**config.mk**
```make
export PLATFORM = sky130hd
export DESIGN_NAME = tsp_slot_port
export DESIGN_NICKNAME = d
export VERILOG_FILES = /design/src/core/tsp_pkg.sv /design/src/core/tsp_slot_port.sv
export SDC_FILE = /design/constraint.sdc
export NUM_CORES = 1
export LEC_CHECK = 0
export BUFFER_PORTS_ARGS = -buffer_cell sky130_fd_sc_hd__buf_4
export CAP_MARGIN = 20
export CELL_PAD_IN_SITES_DETAIL_PLACEMENT = 0
export CELL_PAD_IN_SITES_GLOBAL_PLACEMENT = 1
export CORE_ASPECT_RATIO = 0.6
export CORE_MARGIN = 5
export CORE_UTILIZATION = 47
export DETAILED_ROUTE_END_ITERATION = 8
export PLACE_DENSITY = 0.8
export SKIP_LAST_GASP = 1
export SLEW_MARGIN = 40
export SYNTH_ARGS = -nofsm -noshare
export SYNTH_HDL_FRONTEND = slang
export SYNTH_SLANG_ARGS = --single-unit
```
**constraint.sdc**
```tcl
create_clock -name clock -period 2.9 [get_ports clock]
set_input_delay 0.58 -clock clock [delete_from_list [all_inputs] [get_ports clock]]
set_output_delay 0.58 -clock clock [all_outputs]
set_load 0.1 [all_outputs]
```
**src/core/tsp_pkg.sv**
```systemverilog
// Shared constants, register map and carrier types of the slot serial port.
package tsp_pkg;

  // Register word indices on the plain register port.
  localparam logic [2:0] REG_RX_DATA      = 3'h0;
  localparam logic [2:0] REG_TX_DATA      = 3'h1;
  localparam logic [2:0] REG_CONTROL      = 3'h2;
  localparam logic [2:0] REG_SLOT_SELECT  = 3'h3;
  localparam logic [2:0] REG_ADDRESS_PAIR = 3'h4;
  localparam logic [2:0] REG_RX_STATUS    = 3'h5;

  // Control bit positions.
  localparam int unsigned CTL_RUN          = 0;
  localparam int unsigned CTL_CLOCK_SOURCE = 1;
  localparam int unsigned CTL_FRAME_SOURCE = 2;

  // Status field positions.
  localparam int unsigned STATUS_SLOT_LSB = 11;
  localparam int unsigned STATUS_LAST_LSB = 8;

  // Values after reset.
  localparam logic [2:0]  CONTROL_RESET      = 3'h0;
  localparam logic [7:0]  SLOT_SELECT_RESET  = 8'h00;
  localparam logic [15:0] ADDRESS_PAIR_RESET = 16'h0000;
  localparam logic [15:0] DATA_RESET         = 16'h0000;

  // Bit clock divider: one bit clock per four processor clocks.
  localparam logic [1:0] DIV_BEFORE_RISE = 2'h1;
  localparam logic [1:0] DIV_BEFORE_FALL = 2'h3;

  // Frame geometry in bit-clock periods.
  localparam logic [6:0] FRAME_LAST_BIT  = 7'h7f;
  localparam logic [6:0] FRAME_PRE_LAST  = 7'h7e;
  localparam logic [3:0] SLOT_LAST_BIT   = 4'hf;
  localparam logic [3:0] ADDR_LAST_BIT   = 4'h7;

  // One register port request.
  typedef struct packed {
    logic [2:0]  addr;
    logic [15:0] wdata;
    logic        wr;
    logic        rd;
  } tsp_bus_type;

  // Drive of the two shared slot lines.
  typedef struct packed {
    logic data;
    logic data_oe;
    logic addr;
    logic addr_oe;
  } tsp_line_out_type;

endpackage

```
**src/core/tsp_slot_port.sv**
```systemverilog
// Time-division slot serial port: timing, slot transmit and address-matched receive.
`timescale 1ns/1ps
// What this block does
// Source bit clock is processor clock over four
// Frame pulse every 128 bits, last bit
// Eight slots of sixteen data bits each
// Data MSB first, first bit half long
// Launch and sample on rising bit clock
// Transmit address LSB first, first half slot
// Address line high in last eight bits
// Address sampled only in first eight bits
// First address bit lasts half a cycle
// Unselected slots leave both lines undriven
// Sample every slot, receive on address match
// No loaded data means no drive
// Select and receive address apply at frame
// Transmit address and data apply next slot
// Transmit uses held address, no reload needed
// Current slot number readable by software
// No overrun or underflow flags
// Overwrite receive data, never halt receiving
// Partner gives one frame pulse per frame
// Misplaced frame pulse ignored, reset recovers
// AND address with receive address, nonzero matches
// Low byte receive address, high byte transmit
// Select bits enable transmit per slot
// Slot number in status bits 13 to 11
// Receive event at end of matched slot
module tsp_slot_port (
  input  wire logic                      clock,
  input  wire logic                      rstn,
  input  wire tsp_pkg::tsp_bus_type      bus,
  output logic [15:0]                    rdata,
  input  wire logic                      serial_bit_clock_in,
  output logic                           serial_bit_clock_out,
  output logic                           serial_bit_clock_oe,
  input  wire logic                      frame_pulse_in,
  output logic                           frame_pulse_out,
  output logic                           frame_pulse_oe,
  input  wire logic                      slot_data_line_in,
  input  wire logic                      slot_address_line_in,
  output tsp_pkg::tsp_line_out_type      lines,
  output logic                           slot_receive_event
);

  // Software registers.
  logic [2:0]  control;
  logic [7:0]  slot_select_reg;
  logic [15:0] address_pair_reg;
  logic [15:0] tx_data_reg;
  logic [15:0] rx_data_reg;
  logic        tx_loaded;
  // Frame-aligned copies and status fields.
  logic [7:0]  slot_active;
  logic [7:0]  rx_addr_active;
  logic [2:0]  status_slot;
  logic [2:0]  status_last;
  logic [7:0]  status_addr;
  // Synchronisers and divider.
  logic        bclk_s1, bclk_s2, bclk_s3;
  logic        frm_s1, frm_s2, frm_s3;
  logic        dat_s1, dat_s2, dat_s3;
  logic        adr_s1, adr_s2, adr_s3;
  logic [1:0]  div;
  // Slot timing and shift state.
  logic [6:0]  bit_cnt;
  logic        locked;
  logic [15:0] rx_shift;
  logic [7:0]  addr_shift;
  logic        addr_match;
  logic        tx_act;
  logic [15:0] tx_word;
  logic [7:0]  tx_addr;
  // Combinational helpers.
  logic        run, clock_source, frame_source;
  logic        rise_evt, fall_evt;
  logic        d_smp, a_smp, frame_smp;
  logic        frame_take, slot_end, rx_done;
  logic [7:0]  next_addr;
  logic [15:0] next_word;
  logic [3:0]  next_bit;
  logic [2:0]  next_slot;

  assign run          = control[tsp_pkg::CTL_RUN];
  assign clock_source = control[tsp_pkg::CTL_CLOCK_SOURCE];
  assign frame_source = control[tsp_pkg::CTL_FRAME_SOURCE];

  // Three flip-flops on every pin input; the third stage only feeds edge detection and sampling.
  always_ff @(posedge clock) begin
    if (!rstn) begin
      {bclk_s1, bclk_s2, bclk_s3} <= 3'h0;
      {frm_s1, frm_s2, frm_s3}    <= 3'h0;
      {dat_s1, dat_s2, dat_s3}    <= 3'h0;
      {adr_s1, adr_s2, adr_s3}    <= 3'h0;
    end else begin
      {bclk_s1, bclk_s2, bclk_s3} <= {serial_bit_clock_in, bclk_s1, bclk_s2};
      {frm_s1, frm_s2, frm_s3}    <= {frame_pulse_in, frm_s1, frm_s2};
      {dat_s1, dat_s2, dat_s3}    <= {slot_data_line_in, dat_s1, dat_s2};
      {adr_s1, adr_s2, adr_s3}    <= {slot_address_line_in, adr_s1, adr_s2};
    end
  end

  // Divider for the bit clock when this port is the timing source.
  always_ff @(posedge clock) begin
    if (!rstn || !run || !clock_source) begin
      div <= 2'h0;
    end else begin
      div <= div + 2'h1;
    end
  end

  assign serial_bit_clock_out = div[1];
  assign serial_bit_clock_oe  = run & clock_source;

  // Bit clock edges and line samples. An external clock edge is seen two cycles late, so the
  // older stage is sampled to catch the value from before a partner relaunches on that edge.
  always_comb begin
    if (clock_source) begin
      rise_evt = run && (div == tsp_pkg::DIV_BEFORE_RISE);
      fall_evt = run && (div == tsp_pkg::DIV_BEFORE_FALL);
      d_smp    = dat_s2;
      a_smp    = adr_s2;
    end else begin
      rise_evt = run && bclk_s2 && !bclk_s3;
      fall_evt = run && !bclk_s2 && bclk_s3;
      d_smp    = dat_s3;
      a_smp    = adr_s3;
    end
    if (frame_source) begin
      frame_smp = frame_pulse_out;
    end else if (clock_source) begin
      frame_smp = frm_s2;
    end else begin
      frame_smp = frm_s3;
    end
  end

  // A frame is taken only to start the count or at its proper place in the frame.
  assign frame_take = rise_evt && (locked ? (frame_smp && bit_cnt == tsp_pkg::FRAME_LAST_BIT)
                                          : (frame_smp || frame_source));
  assign slot_end   = rise_evt && locked && (bit_cnt[3:0] == tsp_pkg::SLOT_LAST_BIT);
  assign next_addr  = {a_smp, addr_shift[7:1]};
  assign next_word  = {rx_shift[14:0], d_smp};
  assign rx_done    = slot_end && addr_match;
  assign next_bit   = bit_cnt[3:0] + 4'h1;
  assign next_slot  = bit_cnt[6:4] + 3'h1;

  // Bit counter: 128 periods, eight slots of sixteen bits. Once locked, only a pulse at the
  // last bit is honoured; a misplaced one is ignored and only clearing run or reset recovers.
  always_ff @(posedge clock) begin
    if (!rstn || !run) begin
      bit_cnt <= 7'h00;
      locked  <= 1'b0;
    end else if (frame_take) begin
      bit_cnt <= 7'h00;
      locked  <= 1'b1;
    end else if (rise_evt && locked) begin
      bit_cnt <= bit_cnt + 7'h01;
    end
  end

  // Frame pulse output, high during the last bit period of each frame.
  always_ff @(posedge clock) begin
    if (!rstn || !run || !frame_source) begin
      frame_pulse_out <= 1'b0;
    end else if (rise_evt) begin
      frame_pulse_out <= locked && (bit_cnt == tsp_pkg::FRAME_PRE_LAST);
    end
  end

  assign frame_pulse_oe = run & frame_source;

  // Register writes. Select and receive address wait here until the frame takes them.
  always_ff @(posedge clock) begin
    if (!rstn) begin
      control          <= tsp_pkg::CONTROL_RESET;
      slot_select_reg  <= tsp_pkg::SLOT_SELECT_RESET;
      address_pair_reg <= tsp_pkg::ADDRESS_PAIR_RESET;
      tx_data_reg      <= tsp_pkg::DATA_RESET;
    end else if (bus.wr) begin
      case (bus.addr)
        tsp_pkg::REG_CONTROL:      control          <= bus.wdata[2:0];
        tsp_pkg::REG_SLOT_SELECT:  slot_select_reg  <= bus.wdata[7:0];
        tsp_pkg::REG_ADDRESS_PAIR: address_pair_reg <= bus.wdata;
        tsp_pkg::REG_TX_DATA:      tx_data_reg      <= bus.wdata;
        default:                   control          <= control;
      endcase
    end
  end

  // Loaded flag: a write in the very cycle of capture keeps the flag set for the next slot.
  always_ff @(posedge clock) begin
    if (!rstn) begin
      tx_loaded <= 1'b0;
    end else if (bus.wr && bus.addr == tsp_pkg::REG_TX_DATA) begin
      tx_loaded <= 1'b1;
    end else if ((slot_end || frame_take) && tx_act_next(slot_end ? next_slot : 3'h0)) begin
      tx_loaded <= 1'b0;
    end
  end

  // Transmit decision for the slot about to start.
  function automatic logic tx_act_next(input logic [2:0] slot);
    tx_act_next = slot_active[slot] && tx_loaded;
  endfunction

  // Frame-aligned copies of slot select and receive address.
  always_ff @(posedge clock) begin
    if (!rstn) begin
      slot_active    <= tsp_pkg::SLOT_SELECT_RESET;
      rx_addr_active <= tsp_pkg::ADDRESS_PAIR_RESET[7:0];
    end else if (frame_take) begin
      slot_active    <= slot_select_reg;
      rx_addr_active <= address_pair_reg[7:0];
    end
  end

  // Slot start: capture data word and the address held now, so changes count for later slots.
  always_ff @(posedge clock) begin
    if (!rstn || !run) begin
      tx_act  <= 1'b0;
      tx_word <= tsp_pkg::DATA_RESET;
      tx_addr <= 8'h00;
    end else if (slot_end || frame_take) begin
      tx_act  <= tx_act_next(slot_end ? next_slot : 3'h0);
      tx_word <= tx_data_reg;
      tx_addr <= address_pair_reg[15:8];
    end
  end

  // Line drive. The first bit starts at the mid-slot-start falling edge, so it lasts half a
  // cycle; the rest are relaunched on each rising edge. Pins are released when not sending.
  always_ff @(posedge clock) begin
    if (!rstn || !run || !locked) begin
      lines <= '0;
    end else if (fall_evt && bit_cnt[3:0] == 4'h0) begin
      lines.data    <= tx_word[15];
      lines.addr    <= tx_addr[0];
      lines.data_oe <= tx_act;
      lines.addr_oe <= tx_act;
    end else if (rise_evt && next_bit != 4'h0) begin
      lines.data <= tx_word[4'hf - next_bit];
      lines.addr <= next_bit[3] ? 1'b1 : tx_addr[next_bit[2:0]];
    end
  end

  // Receive shifting on every rising edge of every slot, driven or empty.
  always_ff @(posedge clock) begin
    if (!rstn || !run) begin
      rx_shift   <= tsp_pkg::DATA_RESET;
      addr_shift <= 8'h00;
      addr_match <= 1'b0;
      status_addr <= 8'h00;
    end else if (rise_evt && locked) begin
      rx_shift <= next_word;
      if (!bit_cnt[3]) begin
        addr_shift <= next_addr;
      end
      if (bit_cnt[3:0] == tsp_pkg::ADDR_LAST_BIT) begin
        status_addr <= next_addr;
        addr_match  <= |(next_addr & rx_addr_active);
      end
    end
  end

  // Completed reception overwrites the word unconditionally; there is no halt or overrun.
  always_ff @(posedge clock) begin
    if (!rstn) begin
      rx_data_reg        <= tsp_pkg::DATA_RESET;
      status_last        <= 3'h0;
      slot_receive_event <= 1'b0;
    end else begin
      slot_receive_event <= rx_done;
      if (rx_done) begin
        rx_data_reg <= next_word;
        status_last <= next_slot;
      end
    end
  end

  // Current slot number, latched as each slot starts.
  always_ff @(posedge clock) begin
    if (!rstn || !run) begin
      status_slot <= 3'h0;
    end else if (frame_take) begin
      status_slot <= 3'h0;
    end else if (slot_end) begin
      status_slot <= next_slot;
    end
  end

  // Read data, one cycle after the strobe. No overrun or underflow bit exists anywhere.
  always_ff @(posedge clock) begin
    if (!rstn) begin
      rdata <= 16'h0000;
    end else if (bus.rd) begin
      case (bus.addr)
        tsp_pkg::REG_RX_DATA:      rdata <= rx_data_reg;
        tsp_pkg::REG_TX_DATA:      rdata <= tx_data_reg;
        tsp_pkg::REG_CONTROL:      rdata <= {13'h0000, control};
        tsp_pkg::REG_SLOT_SELECT:  rdata <= {8'h00, slot_select_reg};
        tsp_pkg::REG_ADDRESS_PAIR: rdata <= address_pair_reg;
        tsp_pkg::REG_RX_STATUS:    rdata <= {2'h0, status_slot, status_last, status_addr};
        default:                   rdata <= 16'h0000;
      endcase
    end else begin
      rdata <= 16'h0000;
    end
  end
endmodule

```
# Word level (Yosys, flattened, before mapping)
# Index checks and enable logic that the tools add are counted.
[totals]
ff_bits = 182
input_bits = 27
output_inout_bits = 25
word_cells = 127
[op_classes]
n_addsub = 5
order_cmp = 3
eq_ne = 11
mux = 22
bitwise = 4
n_reduce_logical = 44
[ops]
columns = ["cell", "count"]
rows = [
  ["$pmux W16 S6", 1],
  ["$logic_and A1 B1 Y1", 17],
  ["$mux W1", 17],
  ["$eq A7 B7 Y1 const B", 2],
  ["$reduce_and A2 Y1", 7],
  ["$and A8 B8 Y8", 1],
  ["$lt A3 B4 Y1 const B", 2],
  ["$reduce_or A8 Y1", 1],
  ["$add A7 B1 Y7 const B", 1],
  ["$logic_not A1 Y1", 7],
  ["$bmux W1 S3", 2],
  ["$eq A3 B2 Y1 const B", 2],
  ["$eq A3 B3 Y1 const B", 2],
  ["$logic_or A1 B1 Y1", 6],
  ["$lt A4 B5 Y1 const B", 1],
  ["$add A4 B1 Y4 const B", 1],
  ["$bmux W1 S4", 1],
  ["$eq A4 B3 Y1 const B", 1],
  ["$eq A4 B4 Y1 const B", 1],
  ["$logic_not A4 Y1", 1],
  ["$reduce_bool A2 Y1", 2],
  ["$reduce_bool A4 Y1", 1],
  ["$sub A4 B4 Y4 const A", 1],
  ["$add A3 B1 Y3 const B", 1],
  ["other kinds (9)", 10],
]

# Depth between registers and ports, before layout
# Gate-level depths: netlist (run 1).
[logic_depth]
word_depth = 12
depth_mapped = 9
mapped_depth_nobuf = 7

# Worst setup path before layout (run 1)
# OpenSTA, ideal clock, no wires.
[synth_timing]
path_type = "reg2reg"
startpoint = "register div[1]"
endpoint = "register bit_cnt[4]"
setup_ns = 0.074
arrival_time_ns = 2.238
required_ns = 2.826
setup_slack_ns = 0.589
stages_incl_launch_ff = 10
n_path_buf = 3
period_less_slack_ns = 2.311
cell_sequence = "dfxtp_1 inv_1 ha_1 nand3_2 nand2_2 and3_1 buf_6 buf_6 buf_6 nor3_2"
[synth_between]
elab_chain_len = 5
elab_cells_between_ends = 6
classes_between = "1 x eq/ne; 1 x mux; 4 x reduce/logical"
[synth_lines]
columns = ["element", "line", "text"]
rows = [
  ["start: declaration", "tsp_slot_port.sv:64", "logic [1:0] div;"],
  ["start signal: assignment", "tsp_slot_port.sv:108", "div <= div + 2'h1;"],
  ["$eq A2 B1 Y1 *", "tsp_slot_port.sv:119", "rise_evt = run && (div == tsp_pkg::DIV_BEFORE_RISE);"],
  ["$logic_and A1 B1 Y1 *", "tsp_slot_port.sv:119", ""],
  ["$mux W1 *", "tsp_slot_port.sv:118", "if (clock_source) begin"],
  ["$logic_and A1 B1 Y1", "tsp_slot_port.sv:139", "assign frame_take = rise_evt && (locked ? (frame_smp && bit_cnt == tsp_pkg::FRAME_LAST_BIT)"],
  ["$reduce_or A2 Y1 (no source line)", "--", ""],
  ["end signal: assignment", "tsp_slot_port.sv:158", "bit_cnt <= bit_cnt + 7'h01;"],
  ["end: declaration", "tsp_slot_port.sv:66", "logic [6:0] bit_cnt;"],
]
# Mark *: on every way between the ends. The rest lies on a longest branch, timed or not.
# A chain may end at the register's enable or synchronous reset.

# Worst setup path in the final report (run 1)
[layout_timing]
startpoint = "register control[0]"
endpoint = "register status_addr[5]"
[layout_between]
elab_chain_len = 5
elab_cells_between_ends = 8
classes_between = "1 x mux; 7 x reduce/logical"
[layout_lines]
columns = ["element", "line", "text"]
rows = [
  ["start: declaration", "tsp_slot_port.sv:47", "logic [2:0] control;"],
  ["start signal: assignment", "tsp_slot_port.sv:176", "control <= tsp_pkg::CONTROL_RESET;"],
  ["start signal: assignment", "tsp_slot_port.sv:182", "tsp_pkg::REG_CONTROL: control <= bus.wdata[2:0];"],
  ["start signal: assignment", "tsp_slot_port.sv:186", "default: control <= control;"],
  ["$logic_and A1 B1 Y1 (2 in series)", "tsp_slot_port.sv:124", "rise_evt = run && bclk_s2 && !bclk_s3;"],
  ["$mux W1", "tsp_slot_port.sv:118", ""],
  ["$logic_and A1 B1 Y1", "tsp_slot_port.sv:254", "end else if (rise_evt && locked) begin"],
  ["$reduce_and A2 Y1 (no source line)", "--", ""],
  ["end signal: assignment", "tsp_slot_port.sv:260", "status_addr <= next_addr;"],
  ["end: declaration", "tsp_slot_port.sv:58", "logic [7:0] status_addr;"],
]
# Parallel ways exist; a longest one is shown, timed or not.

==> tab_implementation.tex, run 1 <==
\begin{tabular}{lr}
\hline
Metric & Value \\
\hline
\multicolumn{2}{l}{\textbf{Synthesis}} \\
\quad Area share of fa/ha/maj cells after synthesis & 1.137\% \\
\quad Share of the synthesized area in the top cell type & 47.02\% \\
\quad Synth Area in Simple Gates & 20.41\% \\
\quad Share of the yosys chip area belonging to registers & 47.02\% \\
\quad Fraction of registers with async set/reset & 0\% \\
\quad Leading post-synthesis cells by cell area & dfxtp\_1, nand2\_1, mux2i\_1 \\
\quad Number of instances in the synthesized netlist & 836 \\
\quad Fraction of synthesized area in multiplexers & 11.67\% \\
\quad Syn avg cell area & 9.218 um\^{}2 \\
\quad Count of warnings emitted by yosys & 0 \\
\quad Biggest area consumer among synthesized cells & dfxtp\_1 \\
\quad Cell area after synthesis & 0.007706 mm\^{}2 \\
\quad Synthesis-stage register bit count & 181 \\
\quad Number of synthesized flops with an enable pin & 0 \\
\quad Net count after synthesis & 870 \\
\quad Most common flop cell mapped by yosys & dfxtp\_1 \\
\quad Post-Synth XOR/XNOR Area & 1.007\% \\
\quad Netlist cell types & 59 \\
\quad Largest family of logic cells by synthesized area & simple AND/OR/NAND/NOR gates \\
\quad Compound-gate portion of the synthesized area & 14.22\% \\
\multicolumn{2}{l}{\textbf{STA}} \\
\quad Post-layout minimum cycle time & 2.518 ns \\
\quad Final Cycle Share & 86.82\% \\
\quad Count of endpoints failing setup in the final report & 0 \\
\quad Final hold vios & 0 \\
\quad Slew @ Worst Pin & 0.7861 ns \\
\quad Final number of max-transition violations & 0 \\
\quad Rel. slew slack & 47.59\% \\
\quad Setup clock skew after layout & 0.01144 ns \\
\quad Achievable clock frequency & 0.3972 GHz \\
\quad Setup slack after layout & 0.3821 ns \\
\quad Post-Route Setup TNS & 0 ns \\
\quad Unrepaired setup endpoints after global routing & false \\
\multicolumn{2}{l}{\textbf{Place}} \\
\quad Count of buffers from port buffering & 51 \\
\quad Placed inst area & 0.008179 mm\^{}2 \\
\quad Weighted congestion at the end of routability-driven global placement & 0.8959 \\
\quad DPL Wire Length & 14780 um \\
\quad Post-Place Worst Slack & 0.4154 ns \\
\multicolumn{2}{l}{\textbf{Floorplanning}} \\
\quad Die area & 0.01914 mm\^{}2 \\
\quad Initial core utilization & 47.66\% \\
\quad Overall die height & 109.2 um \\
\quad Die width & 175.3 um \\
\quad Number of standard-cell rows in the floorplan & 36 \\
\quad Placeable core region & 0.01617 mm\^{}2 \\
\quad Top-level port count & 52 \\
\multicolumn{2}{l}{\textbf{Power}} \\
\quad Worst ir drop on vdd & 0.3737 mV \\
\quad Total design power & 4945 uW \\
\quad PD cells & 565.0 mW/mm\^{}2 \\
\quad Leak & 0.002923 uW \\
\multicolumn{2}{l}{\textbf{Detailed routing}} \\
\quad Antenna viol nets, final & 0 \\
\quad Total number of vias & 6085 \\
\quad Average wire per standard cell & 19.28 um \\
\quad First-pass iteration count of the detailed router & 5 \\
\quad Post-route DRC & 0 \\
\quad Starting DRC count in detailed routing & 576 \\
\quad Average via count per standard cell & 5.634 \\
\quad Total wirelength of the detailed-routed design & 20820 um \\
\multicolumn{2}{l}{\textbf{Worst setup path}} \\
\quad Data required time at the worst endpoint & 3.21 ns \\
\quad Critical path endpoint category & flop \\
\quad Crit path launch type & flop \\
\quad Worst endpoint data arrival time & 2.83 ns \\
\quad Worst-path fanout max & 11 \\
\quad Worst reg2reg setup slack & 0.38 ns \\
\quad CP Class & reg2reg \\
\multicolumn{2}{l}{\textbf{Clocking}} \\
\quad Number of buffers between clock root and the deepest sink & 2 \\
\quad Total CTS buffers & 17 \\
\quad Count of cells resized by post-cts repair & 0 \\
\quad CTS hold repair buffers & 0 \\
\quad CTS tree & built \\
\quad Number of buffers added for setup after CTS & 0 \\
\quad CTS clock-pin slew for the worst setup and hold paths & 0.07 ns \\
\quad Latest clock arrival within the worst-skew pair & 0.43 ns \\
\quad Maximum level of the CTS H-tree & 4 \\
\quad Cell chosen for the clock root & clkbuf\_16 \\
\quad Number of clock sinks & 181 \\
\multicolumn{2}{l}{\textbf{Final layout}} \\
\quad Fraction of layout instances using a drive strength above 1 & 16.88\% \\
\quad Antenna fix cells & 0 \\
\quad Design area & 0.008752 mm\^{}2 \\
\quad Growth of design area from synthesis to finish & 13.57\% \\
\quad Nets & 892 \\
\quad Commonest non-fill, non-tap cells in the layout & nand2\_1, dfxtp\_1, buf\_4, a21oi\_1, mux2i\_1 \\
\quad Most frequent standard cell in the layout excluding fill and tap cells & nand2\_1 \\
\multicolumn{2}{l}{\textbf{Global routing}} \\
\quad Global-route congestion overflow total & 0 \\
\quad Antenna violations before repair & 0 \\
\quad Vias in the first global route & 5834 \\
\quad Maximum number of pins on one net before global-route repair & 67 \\
\quad Global-route usage over all layers & 22.62\% \\
\quad First-pass GRT wire length & 33320 um \\
\multicolumn{2}{l}{\textbf{Min path}} \\
\quad Path category of the worst min-delay check & in2reg \\
\multicolumn{2}{l}{\textbf{Run}} \\
\quad Max Cap Viol & 0 \\
\multicolumn{2}{l}{\textbf{Status}} \\
\quad Run status & completed \\
\hline
\end{tabular}
## cells by family after synthesis
family | Yosys count
adder cells (fa/ha/maj) | 7
XOR/XNOR | 8
flip-flops | 181
multiplexers | 68
AO/OA/AOI/OAI | 162
buffers and inverters | 73
AND/OR/NAND/NOR | 337
## critical path, cell delays in order, from the launching register on
cell and delay [ns]:
dfxtp_1 0.67, nand4bb_1 0.45, a21bo_2 0.36, nor3_4 0.59, mux2i_1 0.27, nor2_1 0.05
## layer usage
metal	GRT usage, %	wire length (um)
met2	30.85	8196
met3	5.267	1777
met5	0	0
met1	35.65	10650
met4	5.154	196
## report_power, final
group	switching (uW)	internal (uW)	leakage, uW
Combinational	94.8	70.5	0.00119
Clock	1090	1160	0.000275
Sequential	20.3	2500	0.00146
Total	1210	3740	0.00292
## cell type report
cell class / instances / area [um^2]
Inverter: 10 / 37.54
Clock buffer: 18 / 439.2
Tap cell: 209 / 261.5
Timing Repair Buffer: 66 / 520.5
Sequential cell: 181 / 3623
Fill cell: 1429 / 7418
Multi-Input combinational cell: 582 / 3736
Clock inverter: 14 / 133.9
## synth_stat cells, types with 10 or more instances
master / number
nand2_1: 198
dfxtp_1: 181
a21oi_1: 57
mux2i_1: 46
a21boi_0: 37
clkbuf_1: 33
nor2b_1: 33
nor2_1: 29
nand3_1: 22
buf_2: 21
a21boi_1: 19
and2_1: 19
mux4_2: 17
a22oi_1: 11
inv_1: 10
nor3_2: 10
## metrics by stage
step	util [%]	std cells	hold WS (ns)
floorplan	-	836	0.4119
global placement	50.58	1048	0.4231
detailed placement	50.58	1048	0.4264
CTS	54.12	1080	0.3509
global route	54.12	1080	0.3586
finish	54.12	1080	0.3590
## path summary, 6_finish.rpt
| path | start | cells past startpoint | endpoint |
|---|---|---|---|
| setup / recovery | control[0] | 5 | status_addr[5] |
| hold / removal | slot_data_line_in | 2 | dat_s1 |
| setup reg to reg | control[0] | 5 | status_addr[5] |
| hold reg to reg | dat_s1 | 1 | dat_s2 |
(Power assumes the default switching activity.)
==> run 2: changes to the inputs <==
Settings changed: PLACE_DENSITY 0.8 to unset, PLACE_DENSITY_LB_ADDON set to 0.1.
==> run 2 against run 1 <==
  * Worst hold slack worse by 0.0010 ns
  * Highest routed layer unchanged
  * Global-route usage is 0.56 points higher
  * Combinational power hardly changed
  * Critical endpoint is now status_addr[3]
  * Largest power group unchanged
  * Flip-flop and latch count stayed put
  * Fmax is 3.1% higher
  * Register-to-register slack better by 0.07 ns
  * Largest cell class unchanged
==> tab_implementation.tex, run 2 (same netlist as run 1, synthesis figures left out) <==
\begin{tabular}{lr}
\hline
Metric & Value \\
\hline
\multicolumn{2}{l}{\textbf{Worst setup path}} \\
\quad Worst-path fanout max & 11 (unchanged) \\
\quad CP top delay family & simple AND/OR/NAND/NOR gates \\
\quad Crit path launch type & flop \\
\quad Data required time at the worst endpoint & 3.20 ns (about the same) \\
\quad Cell Chain, Critical Path & nand4bb\_1 -> a21bo\_2 -> nor3\_4 -> mux2i\_1 -> nor2\_1 \\
\quad Slowest Stage Delay on Critical Path & 0.64 ns (-0.03 ns) \\
\quad Setup crit start & control[0] \\
\quad Critical path endpoint category & flop \\
\quad Worst path slowest cell & dfxtp\_1 \\
\quad CP Class & reg2reg \\
\quad Worst endpoint data arrival time & 2.74 ns (-0.09 ns) \\
\quad Startpoint of the lowest-slack register-to-register path & control[0] \\
\quad Critical path buffer and inverter count & 0 (unchanged) \\
\multicolumn{2}{l}{\textbf{Power}} \\
\quad Worst ir drop on vdd & 0.3970 mV (+6.2\%) \\
\quad PD cells & 562.8 mW/mm\^{}2 (-0.39\%) \\
\quad Leak & 0.002921 uW (about the same) \\
\multicolumn{2}{l}{\textbf{Detailed routing}} \\
\quad First-pass iteration count of the detailed router & 5 (unchanged) \\
\quad Average via count per standard cell & 5.534 (-1.8\%) \\
\quad Total wirelength of the detailed-routed design & 21250 um (+2.1\%) \\
\quad Met1 WL & 10970 um (+3.0\%) \\
\quad Met3 Wirelength & 1692 um (-4.8\%) \\
\quad Total number of vias & 5977 (-1.8\%) \\
\quad Antenna viol nets, final & 0 (unchanged) \\
\quad Starting DRC count in detailed routing & 546 (-5.2\%) \\
\quad Met2 wire len & 8403 um (+2.5\%) \\
\quad Uppermost signal routing layer after detailed routing & met4 \\
\quad Average wire per standard cell & 19.67 um (+2.1\%) \\
\quad Post-route DRC & 0 (unchanged) \\
\multicolumn{2}{l}{\textbf{STA}} \\
\quad Unrepaired setup endpoints after global routing & false \\
\quad Final Cycle Share & 84.25\% (-2.6 points) \\
\quad Final hold vios & 0 (unchanged) \\
\quad Post-layout minimum cycle time & 2.443 ns (-0.07454 ns) \\
\quad Achievable clock frequency & 0.4093 GHz (+3.1\%) \\
\quad Final number of max-transition violations & 0 (unchanged) \\
\quad Slew @ Worst Pin & 0.7693 ns (-0.01683 ns) \\
\quad Post-Route Setup TNS & 0 ns (unchanged) \\
\quad Count of endpoints failing setup in the final report & 0 (unchanged) \\
\quad Rel. slew slack & 48.72\% (+1.1 points) \\
\quad Setup clock skew after layout & 0.01338 ns (+0.001943 ns) \\
\multicolumn{2}{l}{\textbf{Run}} \\
\quad Max Cap Viol & 0 (unchanged) \\
\multicolumn{2}{l}{\textbf{Final layout}} \\
\quad Most frequent standard cell in the layout excluding fill and tap cells & nand2\_1 \\
\quad Antenna fix cells & 0 (unchanged) \\
\quad Nets & 893 (+0.11\%) \\
\quad Commonest non-fill, non-tap cells in the layout & nand2\_1, dfxtp\_1, buf\_4, a21oi\_1, mux2i\_1 \\
\quad Growth of design area from synthesis to finish & 13.51\% (about the same) \\
\quad Design area & 0.008747 mm\^{}2 (about the same) \\
\quad Fraction of layout instances using a drive strength above 1 & 16.88\% (unchanged) \\
\quad FILL cells & 1465 (+2.5\%) \\
\multicolumn{2}{l}{\textbf{Floorplanning}} \\
\quad Die width & 175.3 um (unchanged) \\
\quad Overall die height & 109.2 um (unchanged) \\
\quad Placeable core region & 0.01617 mm\^{}2 (unchanged) \\
\quad Number of standard-cell rows in the floorplan & 36 (unchanged) \\
\quad Die area & 0.01914 mm\^{}2 (unchanged) \\
\quad Top-level port count & 52 (unchanged) \\
\quad Initial core utilization & 47.66\% (unchanged) \\
\multicolumn{2}{l}{\textbf{Global routing}} \\
\quad Global-route usage over all layers & 23.17\% (+0.56 points) \\
\quad Global-route congestion overflow total & 0 (unchanged) \\
\quad First-pass GRT wire length & 34090 um (+2.3\%) \\
\quad Antenna violations before repair & 0 (unchanged) \\
\quad Maximum number of pins on one net before global-route repair & 72 (+7.5\%) \\
\quad Vias in the first global route & 5888 (+0.93\%) \\
\multicolumn{2}{l}{\textbf{Place}} \\
\quad DPL Wire Length & 15210 um (+2.9\%) \\
\quad Weighted congestion at the end of routability-driven global placement & 0.8628 (-3.7\%) \\
\quad Count of buffers from port buffering & 51 (unchanged) \\
\quad Placed inst area & 0.008183 mm\^{}2 (about the same) \\
\multicolumn{2}{l}{\textbf{Clocking}} \\
\quad Number of clock sinks & 181 (unchanged) \\
\quad Count of cells resized by post-cts repair & 0 (unchanged) \\
\quad CTS tree & built \\
\quad Cell chosen for the clock root & clkbuf\_16 \\
\quad Number of buffers between clock root and the deepest sink & 2 (unchanged) \\
\quad Number of buffers added for setup after CTS & 0 (unchanged) \\
\quad Maximum level of the CTS H-tree & 4 (unchanged) \\
\quad CTS hold repair buffers & 0 (unchanged) \\
\quad Latest clock arrival within the worst-skew pair & 0.43 ns (about the same) \\
\quad Total CTS buffers & 17 (unchanged) \\
\quad CTS clock-pin slew for the worst setup and hold paths & 0.07 ns (about the same) \\
\multicolumn{2}{l}{\textbf{Status}} \\
\quad Run status & completed \\
\multicolumn{2}{l}{\textbf{Min path}} \\
\quad Path category of the worst min-delay check & in2reg \\
\quad Launch point of the worst hold path & serial\_bit\_clock\_in \\
\hline
\end{tabular}
## run 2: area by class of cell
| cell class | count | area, um^2 | share of cell area, % |
|---|---|---|---|
| multi-input combinational | 582 | 3745 | 42.81 |
| sequential | 181 | 3623 | 41.42 |
| timing repair buffer | 67 | 515.5 | 5.893 |
| clock buffer | 17 | 425.4 | 4.863 |
| tap | 209 | 261.5 | 2.990 |
| clock inverter | 14 | 138.9 | 1.588 |
| inverter | 10 | 37.54 | 0.4291 |
## run 2: routing by layer
metal | vias to the layer above | GRT usage, %
met2 | 183 | 31.73
met4 | 0 | 5.938
met3 | 17 | 6.965
li1 | 2890 | -
met1 | 2887 | 35.15
met5 | - | 0
## run 2: worst paths after layout
check | endpoint | slack [ns] | cells past startpoint
min reg2reg | adr_s2 | 0.45 | 1
max reg2reg | status_addr[3] | 0.46 | 5
max | status_addr[3] | 0.46 | 5
min | bclk_s1 | 0.36 | 2
## run 2: stage by stage
stage	hold WS (ns)	cells	setup slack (ns)	util, %	power, uW
floorplan	0.4119	836	0.5885	-	2674
global placement	0.4242	1049	0.4615	50.55	2743
detailed placement	0.4294	1049	0.4324	50.60	2746
CTS	0.3473	1080	0.4346	54.09	4954
global route	0.3474	1080	0.2565	54.09	5088
finish	0.3580	1080	0.4566	54.09	4923
## run 2: worst register-to-register path, stage by stage (launching register included)
cell and delay (ns):
dfxtp_1 0.64, nand4bb_1 0.41, a21bo_2 0.34, nor3_4 0.61, mux2i_1 0.27, nor2_1 0.05
## run 2: where the power goes
part           total [uW]  leakage (uW)  switching, uW  internal [uW]
registers            2520       0.00146           21.0           2500
clock network        2230      0.000268           1100           1140
logic                 164       0.00119           93.2           70.6
